==> src/bmd_pkg.sv <==
// Package: base memory decode register map, fields and types
package bmd_pkg;

  // ************************************************************
  // Register map
  // ************************************************************
  localparam logic [7:0] BMD_CFG_OFFSET = 8'h00;
  localparam logic [7:0] BMD_STAT_OFFSET = 8'h04;
  localparam logic [31:0] BMD_CFG_RESET = 32'h0000_0000;
  // Writable bits; everything else reads as zero
  localparam logic [31:0] BMD_CFG_WMASK = 32'h0fc3_d1bf;

  // ************************************************************
  // Field positions
  // ************************************************************
  localparam int BMD_TYPE_LSB = 0;
  localparam int BMD_DELAY_BIT = 2;
  localparam int BMD_EN_BIT = 3;
  localparam int BMD_MUX_LSB = 4;
  localparam int BMD_PAGE_BIT = 7;
  localparam int BMD_COLUMN_LATENCY_SEL_BIT = 8;
  localparam int BMD_WIDE_BIT = 12;
  localparam int BMD_MASK_LSB = 14;
  localparam int BMD_BASE_LSB = 22;
  localparam int BMD_ALIAS_BIT = 28;

  localparam logic [1:0] BMD_TYPE_EDO = 2'h0;
  localparam logic [1:0] BMD_TYPE_SDRAM = 2'h3;
  localparam logic [2:0] BMD_MUX_WIDE = 3'h4;

  // ************************************************************
  // Timing counts
  // ************************************************************
  localparam logic [3:0] BMD_SEQ_SAVING = 4'h3;
  localparam logic [3:0] BMD_READ_LAT = 4'h6;
  localparam logic [3:0] BMD_CAS_LONG = 4'h3;
  localparam logic [3:0] BMD_CAS_SHORT = 4'h2;

  typedef struct packed {
    logic [1:0] mem_type;
    logic valid_delay;
    logic enable;
    logic [1:0] mux_sel;
    logic page_keep_open;
    logic column_latency_sel;
    logic wide_device_mux;
    logic [3:0] mask;
    logic [5:0] region_base;
  } bmd_cfg_type;

  typedef struct packed {
    logic valid;
    logic write;
    logic [1:0] words;
    logic [28:0] word_addr;
  } bmd_req_type;

endpackage

==> src/bmd_core.sv <==
// Base memory range: config register, decode, page policy, prefetch control
// Function
// - Reset clears the whole configuration register; range stays disabled.
// - Configuration register is one 32-bit word at offset zero.
// - Type 0 is EDO, 3 is SDRAM; 1 and 2 must not be used.
// - Delay bit adds one clock to the valid response.
// - Enable bit gates the whole base range.
// - Mux select picks modes 0-3; wide bit forces mode 4.
// - Keep-open bit holds row strobe after a cycle; EDO only.
// - Latency bit picks three clocks (0) or two clocks (1).
// - Mask bits 1 keep address bits 25:22 compared.
// - Row and half selects each cover half the decoded range.
// - Base field 27:22 matched against address, masked bits ignored.
// - Address bit 28 ignored in decode; range aliases 256 MB apart.
// - Bit 28 set with page mode: hit uses column-only, page stays open.
// - Bit 28 clear: hit or miss runs, page closes at end.
// - Page mode on: each read fetches two further words.
// - Sequential reads served from buffer three clocks sooner.
// - Other accesses keep buffer; base writes invalidate it.
// - Prefetch words follow the read size and alignment.
// - Posted writes are flushed before any read is serviced.
`timescale 1ns/10ps
module bmd_core #(
  parameter int WIDTH = 32,
  parameter int ROW_BITS = 11
) (
  input wire logic clk,
  input wire logic reset_n,
  input wire logic [7:0] reg_addr,
  input wire logic [31:0] reg_wdata,
  input wire logic reg_write,
  input wire logic reg_read,
  output logic [31:0] reg_rdata,
  input wire bmd_pkg::bmd_req_type cpu_req,
  input wire logic write_buffer_empty,
  input wire logic [WIDTH-1:0] mem_rdata [2],
  output logic flush_request,
  output logic base_hit,
  output logic cpu_ext_valid,
  output logic from_prefetch,
  output logic [WIDTH-1:0] prefetch_data [2],
  output logic [28:0] fetch_addr,
  output logic row_strobe_n,
  output logic column_strobe_n,
  output logic base_row_select_n,
  output logic base_half_select_n,
  output logic [2:0] mux_mode,
  output logic [3:0] cas_latency
);
  import bmd_pkg::*;

  if (WIDTH < 1 || ROW_BITS < 1 || ROW_BITS > 20) begin : g_bad_param
    $error("bad width parameter");
  end

  // ************************************************************
  // Configuration register
  // ************************************************************
  logic [31:0] cfg_q;
  bmd_cfg_type cfg;

  always_ff @(posedge clk or negedge reset_n) begin
    if (!reset_n) begin
      cfg_q <= BMD_CFG_RESET;
    end else if (reg_write && reg_addr == BMD_CFG_OFFSET) begin
      cfg_q <= reg_wdata & BMD_CFG_WMASK;
    end
  end

  assign cfg.mem_type = cfg_q[BMD_TYPE_LSB +: 2];
  assign cfg.valid_delay = cfg_q[BMD_DELAY_BIT];
  assign cfg.enable = cfg_q[BMD_EN_BIT];
  assign cfg.mux_sel = cfg_q[BMD_MUX_LSB +: 2];
  assign cfg.page_keep_open = cfg_q[BMD_PAGE_BIT];
  assign cfg.column_latency_sel = cfg_q[BMD_COLUMN_LATENCY_SEL_BIT];
  assign cfg.wide_device_mux = cfg_q[BMD_WIDE_BIT];
  assign cfg.mask = cfg_q[BMD_MASK_LSB +: 4];
  assign cfg.region_base = cfg_q[BMD_BASE_LSB +: 6];

  // Page mode is honoured only with EDO; SDRAM with it set is a software fault
  logic page_mode;
  assign page_mode = cfg.page_keep_open && cfg.mem_type == BMD_TYPE_EDO;

  // ************************************************************
  // Mux mode and latency
  // ************************************************************
  always_comb begin
    if (cfg.wide_device_mux) begin
      mux_mode = BMD_MUX_WIDE;
    end else begin
      mux_mode = {1'b0, cfg.mux_sel};
    end
  end

  assign cas_latency = cfg.column_latency_sel ? BMD_CAS_SHORT : BMD_CAS_LONG;

  // ************************************************************
  // Address decode
  // ************************************************************
  logic [31:0] byte_addr;
  logic [5:0] cmp_mask;
  logic range_hit;
  logic alias_hi;

  assign byte_addr = {1'b0, cpu_req.word_addr, 2'b00};
  // Bits 27:26 are always compared; 25:22 per mask
  assign cmp_mask = {2'b11, cfg.mask};
  assign range_hit = ((byte_addr[27:22] ^ cfg.region_base) & cmp_mask) == 6'h00;
  // Bit 28 never enters the compare, so both aliases decode
  assign alias_hi = byte_addr[BMD_ALIAS_BIT];
  assign base_hit = cpu_req.valid && cfg.enable && range_hit;

  // Half select is the top decoded-away bit: the bit just below the lowest compared mask bit, or 25 when none compared
  logic half_bit;
  always_comb begin
    if (cfg.mask[0]) begin
      half_bit = byte_addr[21];
    end else if (cfg.mask[1]) begin
      half_bit = byte_addr[22];
    end else if (cfg.mask[2]) begin
      half_bit = byte_addr[23];
    end else if (cfg.mask[3]) begin
      half_bit = byte_addr[24];
    end else begin
      half_bit = byte_addr[25];
    end
  end

  // ************************************************************
  // Flush and access sequencing
  // ************************************************************
  typedef enum logic [1:0] {IDLE, FLUSH, ACCESS, DONE} bmd_state_type;
  bmd_state_type state_q;
  bmd_req_type req_q;
  logic half_q;
  logic [3:0] count_q;
  logic pf_hit;
  logic pf_load;
  logic done_d1_q;
  logic take;

  assign flush_request = state_q == FLUSH;
  // With the delayed answer the master still holds its request in IDLE; never take it twice
  assign take = base_hit && !(cfg.valid_delay && done_d1_q);

  always_ff @(posedge clk or negedge reset_n) begin
    if (!reset_n) begin
      state_q <= IDLE;
      req_q <= '0;
      half_q <= 1'b0;
      count_q <= 4'h0;
    end else begin
      unique case (state_q)
        IDLE: begin
          if (take) begin
            req_q <= cpu_req;
            half_q <= half_bit;
            // Reads wait for the posted writes to drain first
            if (!cpu_req.write && !write_buffer_empty) begin
              state_q <= FLUSH;
            end else begin
              state_q <= ACCESS;
            end
            count_q <= (!cpu_req.write && pf_hit) ? BMD_READ_LAT - BMD_SEQ_SAVING
                       : BMD_READ_LAT;
          end
        end
        FLUSH: begin
          if (write_buffer_empty) begin
            state_q <= ACCESS;
          end
        end
        ACCESS: begin
          if (count_q <= 4'h1) begin
            state_q <= DONE;
          end else begin
            count_q <= count_q - 4'h1;
          end
        end
        DONE: begin
          state_q <= IDLE;
        end
      endcase
    end
  end

  // ************************************************************
  // Valid response with optional delay
  // ************************************************************
  always_ff @(posedge clk or negedge reset_n) begin
    if (!reset_n) begin
      done_d1_q <= 1'b0;
    end else begin
      done_d1_q <= state_q == DONE;
    end
  end
  assign cpu_ext_valid = cfg.valid_delay ? done_d1_q : state_q == DONE;

  // ************************************************************
  // Strobes and open page tracking
  // ************************************************************
  logic page_open_q;
  logic [ROW_BITS-1:0] open_row_q;
  logic [ROW_BITS-1:0] req_row;
  logic page_match;
  logic row_on;
  logic col_on;

  assign req_row = req_q.word_addr[9 +: ROW_BITS];
  assign page_match = page_open_q && req_row == open_row_q;

  always_ff @(posedge clk or negedge reset_n) begin
    if (!reset_n) begin
      page_open_q <= 1'b0;
      open_row_q <= '0;
    end else if (!page_mode) begin
      page_open_q <= 1'b0;
    end else if (state_q == DONE) begin
      // Bit 28 set leaves the page open; clear closes it
      page_open_q <= req_q.word_addr[BMD_ALIAS_BIT - 2];
      open_row_q <= req_row;
    end
  end

  // Miss precharges: row strobe held off in the first access cycle
  assign row_on = (state_q == ACCESS && (page_match || count_q != BMD_READ_LAT))
                  || (page_open_q && state_q != ACCESS);
  assign col_on = state_q == ACCESS && count_q <= 4'h2;

  always_ff @(posedge clk or negedge reset_n) begin
    if (!reset_n) begin
      row_strobe_n <= 1'b1;
      column_strobe_n <= 1'b1;
      base_row_select_n <= 1'b1;
      base_half_select_n <= 1'b1;
    end else begin
      row_strobe_n <= !row_on;
      column_strobe_n <= !col_on;
      base_row_select_n <= !(state_q == ACCESS && !half_q);
      base_half_select_n <= !(state_q == ACCESS && half_q);
    end
  end

  // ************************************************************
  // Prefetch address generation
  // ************************************************************
  logic [28:0] next_word;
  always_comb begin
    unique case (req_q.words)
      2'h0: next_word = req_q.word_addr + 29'h1;
      2'h1: next_word = req_q.word_addr + 29'h2;
      2'h2, 2'h3: next_word = {req_q.word_addr[28:2], 2'b00} + 29'h4;
    endcase
  end

  // Even and odd one-word reads both fetch n+1 first; two-word reads fetch n+2, larger ones the next aligned four
  assign fetch_addr = next_word;

  assign pf_load = page_mode && state_q == DONE && !req_q.write;
  assign from_prefetch = state_q == ACCESS && !req_q.write && count_q != 4'h0
                         && req_q.valid && pf_hit;

  bmd_prefetch #(
    .WIDTH(WIDTH),
    .DEPTH(2)
  ) bmd_prefetch_i (
    .clk(clk),
    .reset_n(reset_n),
    .load(pf_load),
    .next_addr(fetch_addr),
    .load_data(mem_rdata),
    .invalidate(base_hit && cpu_req.write && state_q == IDLE),
    .lookup_addr(state_q == IDLE ? cpu_req.word_addr : req_q.word_addr),
    .hit(pf_hit),
    .data_q(prefetch_data)
  );

  // ************************************************************
  // Register read port
  // ************************************************************
  always_ff @(posedge clk or negedge reset_n) begin
    if (!reset_n) begin
      reg_rdata <= 32'h0000_0000;
    end else if (reg_read) begin
      unique case (reg_addr)
        BMD_CFG_OFFSET: reg_rdata <= cfg_q;
        BMD_STAT_OFFSET: reg_rdata <= {28'h000_0000, page_open_q, pf_hit,
                                       state_q != IDLE, flush_request};
        default: reg_rdata <= 32'h0000_0000;
      endcase
    end
  end

  // ************************************************************
  // Checks
  // ************************************************************
  reset_clear_a: assert property (@(posedge clk) $rose(reset_n) |-> cfg_q == 32'h0)
    else $error("config not cleared by reset");
  reserved_zero_a: assert property (@(posedge clk) disable iff (!reset_n)
    (cfg_q & ~BMD_CFG_WMASK) == 32'h0)
    else $error("reserved bit set");
  disabled_quiet_a: assert property (@(posedge clk) disable iff (!reset_n)
    (!cfg.enable && state_q == IDLE) |=> state_q == IDLE)
    else $error("disabled range responded");
  valid_delay_a: assert property (@(posedge clk) disable iff (!reset_n)
    (state_q == DONE && cfg.valid_delay && $stable(cfg_q)) |=> cpu_ext_valid)
    else $error("delayed valid missing");
  no_retake_a: assert property (@(posedge clk) disable iff (!reset_n)
    (state_q == IDLE && cfg.valid_delay && done_d1_q) |=> state_q == IDLE)
    else $error("request taken twice");
  page_hold_a: assert property (@(posedge clk) disable iff (!reset_n)
    (state_q == DONE && page_mode && req_q.word_addr[BMD_ALIAS_BIT - 2]) |=> page_open_q)
    else $error("page not held open");
  page_close_a: assert property (@(posedge clk) disable iff (!reset_n)
    (state_q == DONE && !req_q.word_addr[BMD_ALIAS_BIT - 2]) |=> !page_open_q)
    else $error("page not closed");
  wide_mux_a: assert property (@(posedge clk) disable iff (!reset_n)
    cfg.wide_device_mux |-> mux_mode == 3'h4)
    else $error("wide mux not mode 4");
  latency_a: assert property (@(posedge clk) disable iff (!reset_n)
    cas_latency == (cfg.column_latency_sel ? 4'h2 : 4'h3))
    else $error("latency wrong");
  flush_first_a: assert property (@(posedge clk) disable iff (!reset_n)
    (state_q == FLUSH && !write_buffer_empty) |=> state_q == FLUSH)
    else $error("read before flush");
  write_inval_a: assert property (@(posedge clk) disable iff (!reset_n)
    (state_q == IDLE && base_hit && cpu_req.write) |=> !pf_hit || !req_q.valid)
    else $error("write kept prefetch");
  alias_hit_a: assert property (@(posedge clk) disable iff (!reset_n)
    (base_hit && alias_hi) |-> range_hit)
    else $error("alias decode");
  seq_read_c: cover property (@(posedge clk) disable iff (!reset_n)
    state_q == IDLE && base_hit && !cpu_req.write && pf_hit);
  flush_c: cover property (@(posedge clk) disable iff (!reset_n) state_q == FLUSH);
  page_open_c: cover property (@(posedge clk) disable iff (!reset_n) $rose(page_open_q));
  delay_valid_c: cover property (@(posedge clk) disable iff (!reset_n)
    cfg.valid_delay && done_d1_q);
  page_hit_c: cover property (@(posedge clk) disable iff (!reset_n)
    state_q == ACCESS && page_match);

endmodule

==> src/bmd_prefetch.sv <==
// Two-word read prefetch buffer with sequential-hit detect
`timescale 1ns/10ps
module bmd_prefetch #(
  parameter int WIDTH = 32,
  parameter int DEPTH = 2
) (
  input wire logic clk,
  input wire logic reset_n,
  input wire logic load,
  input wire logic [28:0] next_addr,
  input wire logic [WIDTH-1:0] load_data [DEPTH],
  input wire logic invalidate,
  input wire logic [28:0] lookup_addr,
  output logic hit,
  output logic [WIDTH-1:0] data_q [DEPTH]
);
  import bmd_pkg::*;

  if (DEPTH != 2) begin : g_bad_depth
    $error("prefetch depth must be 2");
  end

  logic valid_q;
  logic [28:0] next_addr_q;

  always_ff @(posedge clk or negedge reset_n) begin
    if (!reset_n) begin
      valid_q <= 1'b0;
      next_addr_q <= '0;
    end else if (invalidate) begin
      valid_q <= 1'b0;
    end else if (load) begin
      valid_q <= 1'b1;
      next_addr_q <= next_addr;
    end
  end

  generate
    for (genvar i = 0; i < DEPTH; i++) begin : g_entry
      always_ff @(posedge clk or negedge reset_n) begin
        if (!reset_n) begin
          data_q[i] <= '0;
        end else if (load && !invalidate) begin
          data_q[i] <= load_data[i];
        end
      end
    end
  endgenerate

  // Hit is exact: the read must start at the first buffered word
  assign hit = valid_q && (lookup_addr == next_addr_q);

endmodule

==> config.mk <==
export PLATFORM = sky130hd
export DESIGN_NAME = bmd_core
export DESIGN_NICKNAME = d
export VERILOG_FILES = /design/src/bmd_pkg.sv /design/src/bmd_core.sv /design/src/bmd_prefetch.sv
export SDC_FILE = /design/constraint.sdc
export NUM_CORES = 1
export LEC_CHECK = 0
export BUFFER_PORTS_ARGS = -buffer_cell sky130_fd_sc_hd__buf_4
export CORE_MARGIN = 2
export CORE_UTILIZATION = 48
export CTS_BUF_LIST = sky130_fd_sc_hd__clkbuf_8
export DETAILED_ROUTE_END_ITERATION = 16
export GPL_TIMING_DRIVEN = 0
export PLACE_DENSITY = 0.78
export SLEW_MARGIN = 20
export SYNTH_ARGS = -nofsm -noshare
export SYNTH_HDL_FRONTEND = slang
export SYNTH_SLANG_ARGS = --single-unit
export TNS_END_PERCENT = 10
==> constraint.sdc <==
create_clock -name clk -period 2.1 [get_ports clk]
set_input_delay 0.105 -clock clk [delete_from_list [all_inputs] [get_ports clk]]
set_output_delay 0.105 -clock clk [all_outputs]
set_load 0.01 [all_outputs]
==> impl_metrics.csv <==
group,metric,value,unit
sta,setup_slack,-0.849,ns
clock_network,root_buffer,"clkbuf_8",
floorplan,io_pins,282,
floorplan,dieArea,20200,µm²
floorplan,start_util,49.1,%
placement,dp_hpwl,17.7,mm
synthesis,async_reset_ff_share,100,%
critical_path,startpoint_type,"flip-flop",
clock_network,cts_made_buffers,17,
critical_path,cp_max_fo,7,
final_layout,fin_nets,1362,
critical_path,cp.required,2.00,ns
synthesis,ys_ff_latch,189,
pwr,peakVddDrop,488,µV
sta,fin_tns_setup,-10.58,ns
critical_path,cpLargestDelayFamily,"buffers and inverters",
sta,slew_violations,0,
sta,fin_crit,2.95,ns
floorplan,die_h,142,µm
placement,place.gp.congestion,0.839,
sta,fin_skew,0.0123,ns
detailed_routing,route.detailed.drc,0,
floorplan,rows,50,
critical_path,worst_setup_path_end_kind,"output pin",
synthesis,syn_avg_cell_area,12.3,µm²
final_layout,final_common_cell,"buf_4",
synthesis,yosysSeqAreaShare,51.6,%
clock_network,cts_tree,"yes",
global_route,grt_max_degree,75,
critical_path,cp.arrival,2.84,ns
detailed_routing,dr.pass1.iters,7,
sta,final-hold-violation-count,0,
pwr,pwr-share-clk,24.9,%
critical_path,crit_chain,"inv_2 -> ha_4 -> buf_12 -> buf_12 -> mux2i_1 -> xnor2_1 -> nor4_2 -> buf_4 -> nand4_1 -> nor4_2 -> buf_4",
pwr,power_frac_seq,38.9,%
sta,relSlewSlack,57.1,%
synthesis,synth-edff-count,0,
critical_path,path_buf_inv,5,
clock_network,worstSkewPairLatency,0.47,ns
final_layout,syn2layout_area_growth,59.1,%
placement,post-place-cells,1246,
critical_path,cp_slowest_cell,"dfrtp_1",
outcome,failed_checks,"negative setup slack",
clock_network,cts_max_level,4,
final_layout,layout-drive-gt1-share,50.5,%
sta,setup-violations-final,98,
critical_path,max_stage_delay,0.42,ns
outcome,status,"finished with violations",
run,max_cap_viol_count,0,
synthesis,ys_types,51,
final_layout,layout_common_cells,"322 x buf_4, 163 x dfrtp_1, 117 x dlygate4sd3_1",
critical_path,crit_start,"state_q[0]$_DFFE_PN0P_",
placement,port_buffers,251,
detailed_routing,drt_wl_total,29.8,mm
hold_path,hp-class,"in2reg",
critical_path,reg2reg_from,"state_q[0]$_DFFE_PN0P_",
pwr,leakage,7.03,nW
synthesis,synth_top_family_by_area,"multiplexers",
pwr,p_per_area,721,nW/µm²
global_route,grt_pass1_wl,41.7,mm
synthesis,syn_area,9180,µm²
synthesis,synthXorXnorAreaFrac,6.87,%
detailed_routing,final_antenna_net_count,0,
critical_path,path_class,"reg2out",
final_layout,fin_cells,1456,
detailed_routing,drtIter0Drc,394,
sta,period_share,140,%
clock_network,cts.sinks,189,
global_route,grt_pass1_vias,7833,
global_route,globalRouteOverflowTotal,0,
synthesis,syn_inst,745,
synthesis,ys_warn_count,0,
clock_network,cts_max_path_buffers,2,
synthesis,synth-simple-area-share,7.93,%
synthesis,synth_compound_area_share,3.72,%
global_route,grt_use_total,27.0,%
floorplan,core_area,18700,µm²
synthesis,synth_fa_ha_area_share,1.50,%
pwr,p_sw_share,32.7,%
final_layout,finish.utilization,78.1,%
global_route,antenna_found_initial,1,
detailed_routing,vias_per_cell,5.34,
hold_path,hold_start,"reg_read",
detailed_routing,wl_per_cell,20.5,µm
detailed_routing,vias,7776,
pwr,p_comb_share,36.2,%
pwr,p_sw,3.44,mW
pwr,internal_power,7.09,mW
sta,max_freq,339,MHz
sta,rsz0062_at_grt,"yes",
synthesis,synth_mux_area_share,23.4,%
floorplan,die_width,142,µm
sta,worst_pin_slew,0.643,ns
clock_network,path_clk_slew,0.11,ns
synthesis,synth-main-ff-cell,"dfrtp_1",
worst paths after layout:
path	slack (ns)	cells past startpoint	endpoint
max in group asynchronous	1.24	3	column_strobe_n$_DFF_PN1_
worst max-delay path	-0.85	11	from_prefetch
worst min-delay path	0.07	3	reg_rdata[4]$_DFFE_PN0P_
worst max register to register	-0.58	12	count_q[0]$_DFFE_PN0P_
worst min register to register	0.43	1	base_half_select_n$_DFF_PN1_
min in group asynchronous	0.13	2	open_row_q[10]$_DFFE_PN0P_
kinds of logic (layout without fill, tap and decap cells):
logic type	after synthesis	after routing
adder cells (fa/ha/maj)	11	11
XOR/XNOR	72	72
flip-flops	189	189
other	2	17
multiplexers	195	195
buffers and inverters	88	550
AND/OR/NAND/NOR	134	134
AO/OA/AOI/OAI	54	54
registers in the layout, summed over array words and instances (netlist names):
register	cells
row_strobe_n	1
base_row_select_n	1
state_q	2
done_d1_q	1
base_half_select_n	1
bmd_prefetch_i.valid_q	1
bmd_prefetch_i.next_addr_q	29
count_q	4
half_q	1
bmd_prefetch_i.data_q	64
column_strobe_n	1
page_open_q	1
cfg_q	19
open_row_q	11
reg_rdata	19
req_q	33
repair_timing:
action,CTS,global route
endpoints found under the setup margin,149,151
pin swaps,30,34
gates resized for setup,108,111
endpoints found under the hold margin,307,0
hold buffers,117,0
cloned,1,0
buffers inserted,47,26
metrics by stage:
| stage | instance area (µm²) | hold WS (ns) | worst slack (ns) | power [mW] |
|---|---|---|---|---|
| finish | 14600 | 0.0657 | -0.849 | 10.5 |
| global route | 14600 | 0.0819 | -1.00 | 10.9 |
| CTS | 14000 | 0.0338 | -0.673 | 10.2 |
| detailed placement | 11500 | 0.0569 | -0.705 | 6.75 |
| global placement | 11400 | 0.322 | -0.667 | 6.68 |
| floorplan | 9260 | -0.191 | -0.0483 | 5.72 |
routing by layer:
metal | wire length, µm | vias up | global-route usage, %
li1 | - | 3482 | -
met1 | 11800 | 3907 | 33.8
met2 | 15500 | 330 | 46.8
met3 | 1910 | 57 | 5.75
met4 | 701 | 0 | 8.84
met5 | 0 | - | 0
cells in the mapped netlist, types with 16 or more instances:
cell type / instances / area share [%]
buf_4: 25 / 2.0
clkbuf_1: 18 / 0.74
dfrtp_1: 185 / 50
inv_1: 33 / 1.3
mux2_1: 73 / 9.0
mux2_2: 83 / 10
mux2i_1: 39 / 4.3
nand2_1: 34 / 1.4
nand3_1: 23 / 1.3
nor2_1: 16 / 0.65
o21ai_0: 26 / 1.4
xnor2_1: 47 / 4.5
xor2_1: 25 / 2.4
power by group through the flow:
stage          Clock [mW]  Combinational [mW]  Sequential (mW)
2_1_floorplan           0                1.59             4.13
3_3_place_gp            0                2.56             4.12
3_5_place_dp            0                2.61             4.13
4_1_cts              2.66                3.44             4.08
5_1_grt              2.79                4.01             4.13
6_report             2.62                3.81             4.10
cell type report:
class                      instances  area, µm²
antenna                            1       2.50
timing repair buffer             440       3740
multi-input combinational        482       4840
sequential                       189       4760
fill                            1084       4100
clock buffer                      17        234
tap                              234        293
inverter                          33        124
buffer                            46        425
clock inverter                    14        185
worst register-to-register path, stage by stage, from the launching register on:
cell and delay (ns):
dfrtp_1 0.42, inv_2 0.11, ha_4 0.15, buf_12 0.14
buf_12 0.14, mux2i_1 0.23, xnor2_1 0.13, nor4_2 0.29
nand4_1 0.20, buf_4 0.19, buf_6 0.11, nor3_1 0.27
a41o_1 0.24
Power figures use the tool's default switching activity.
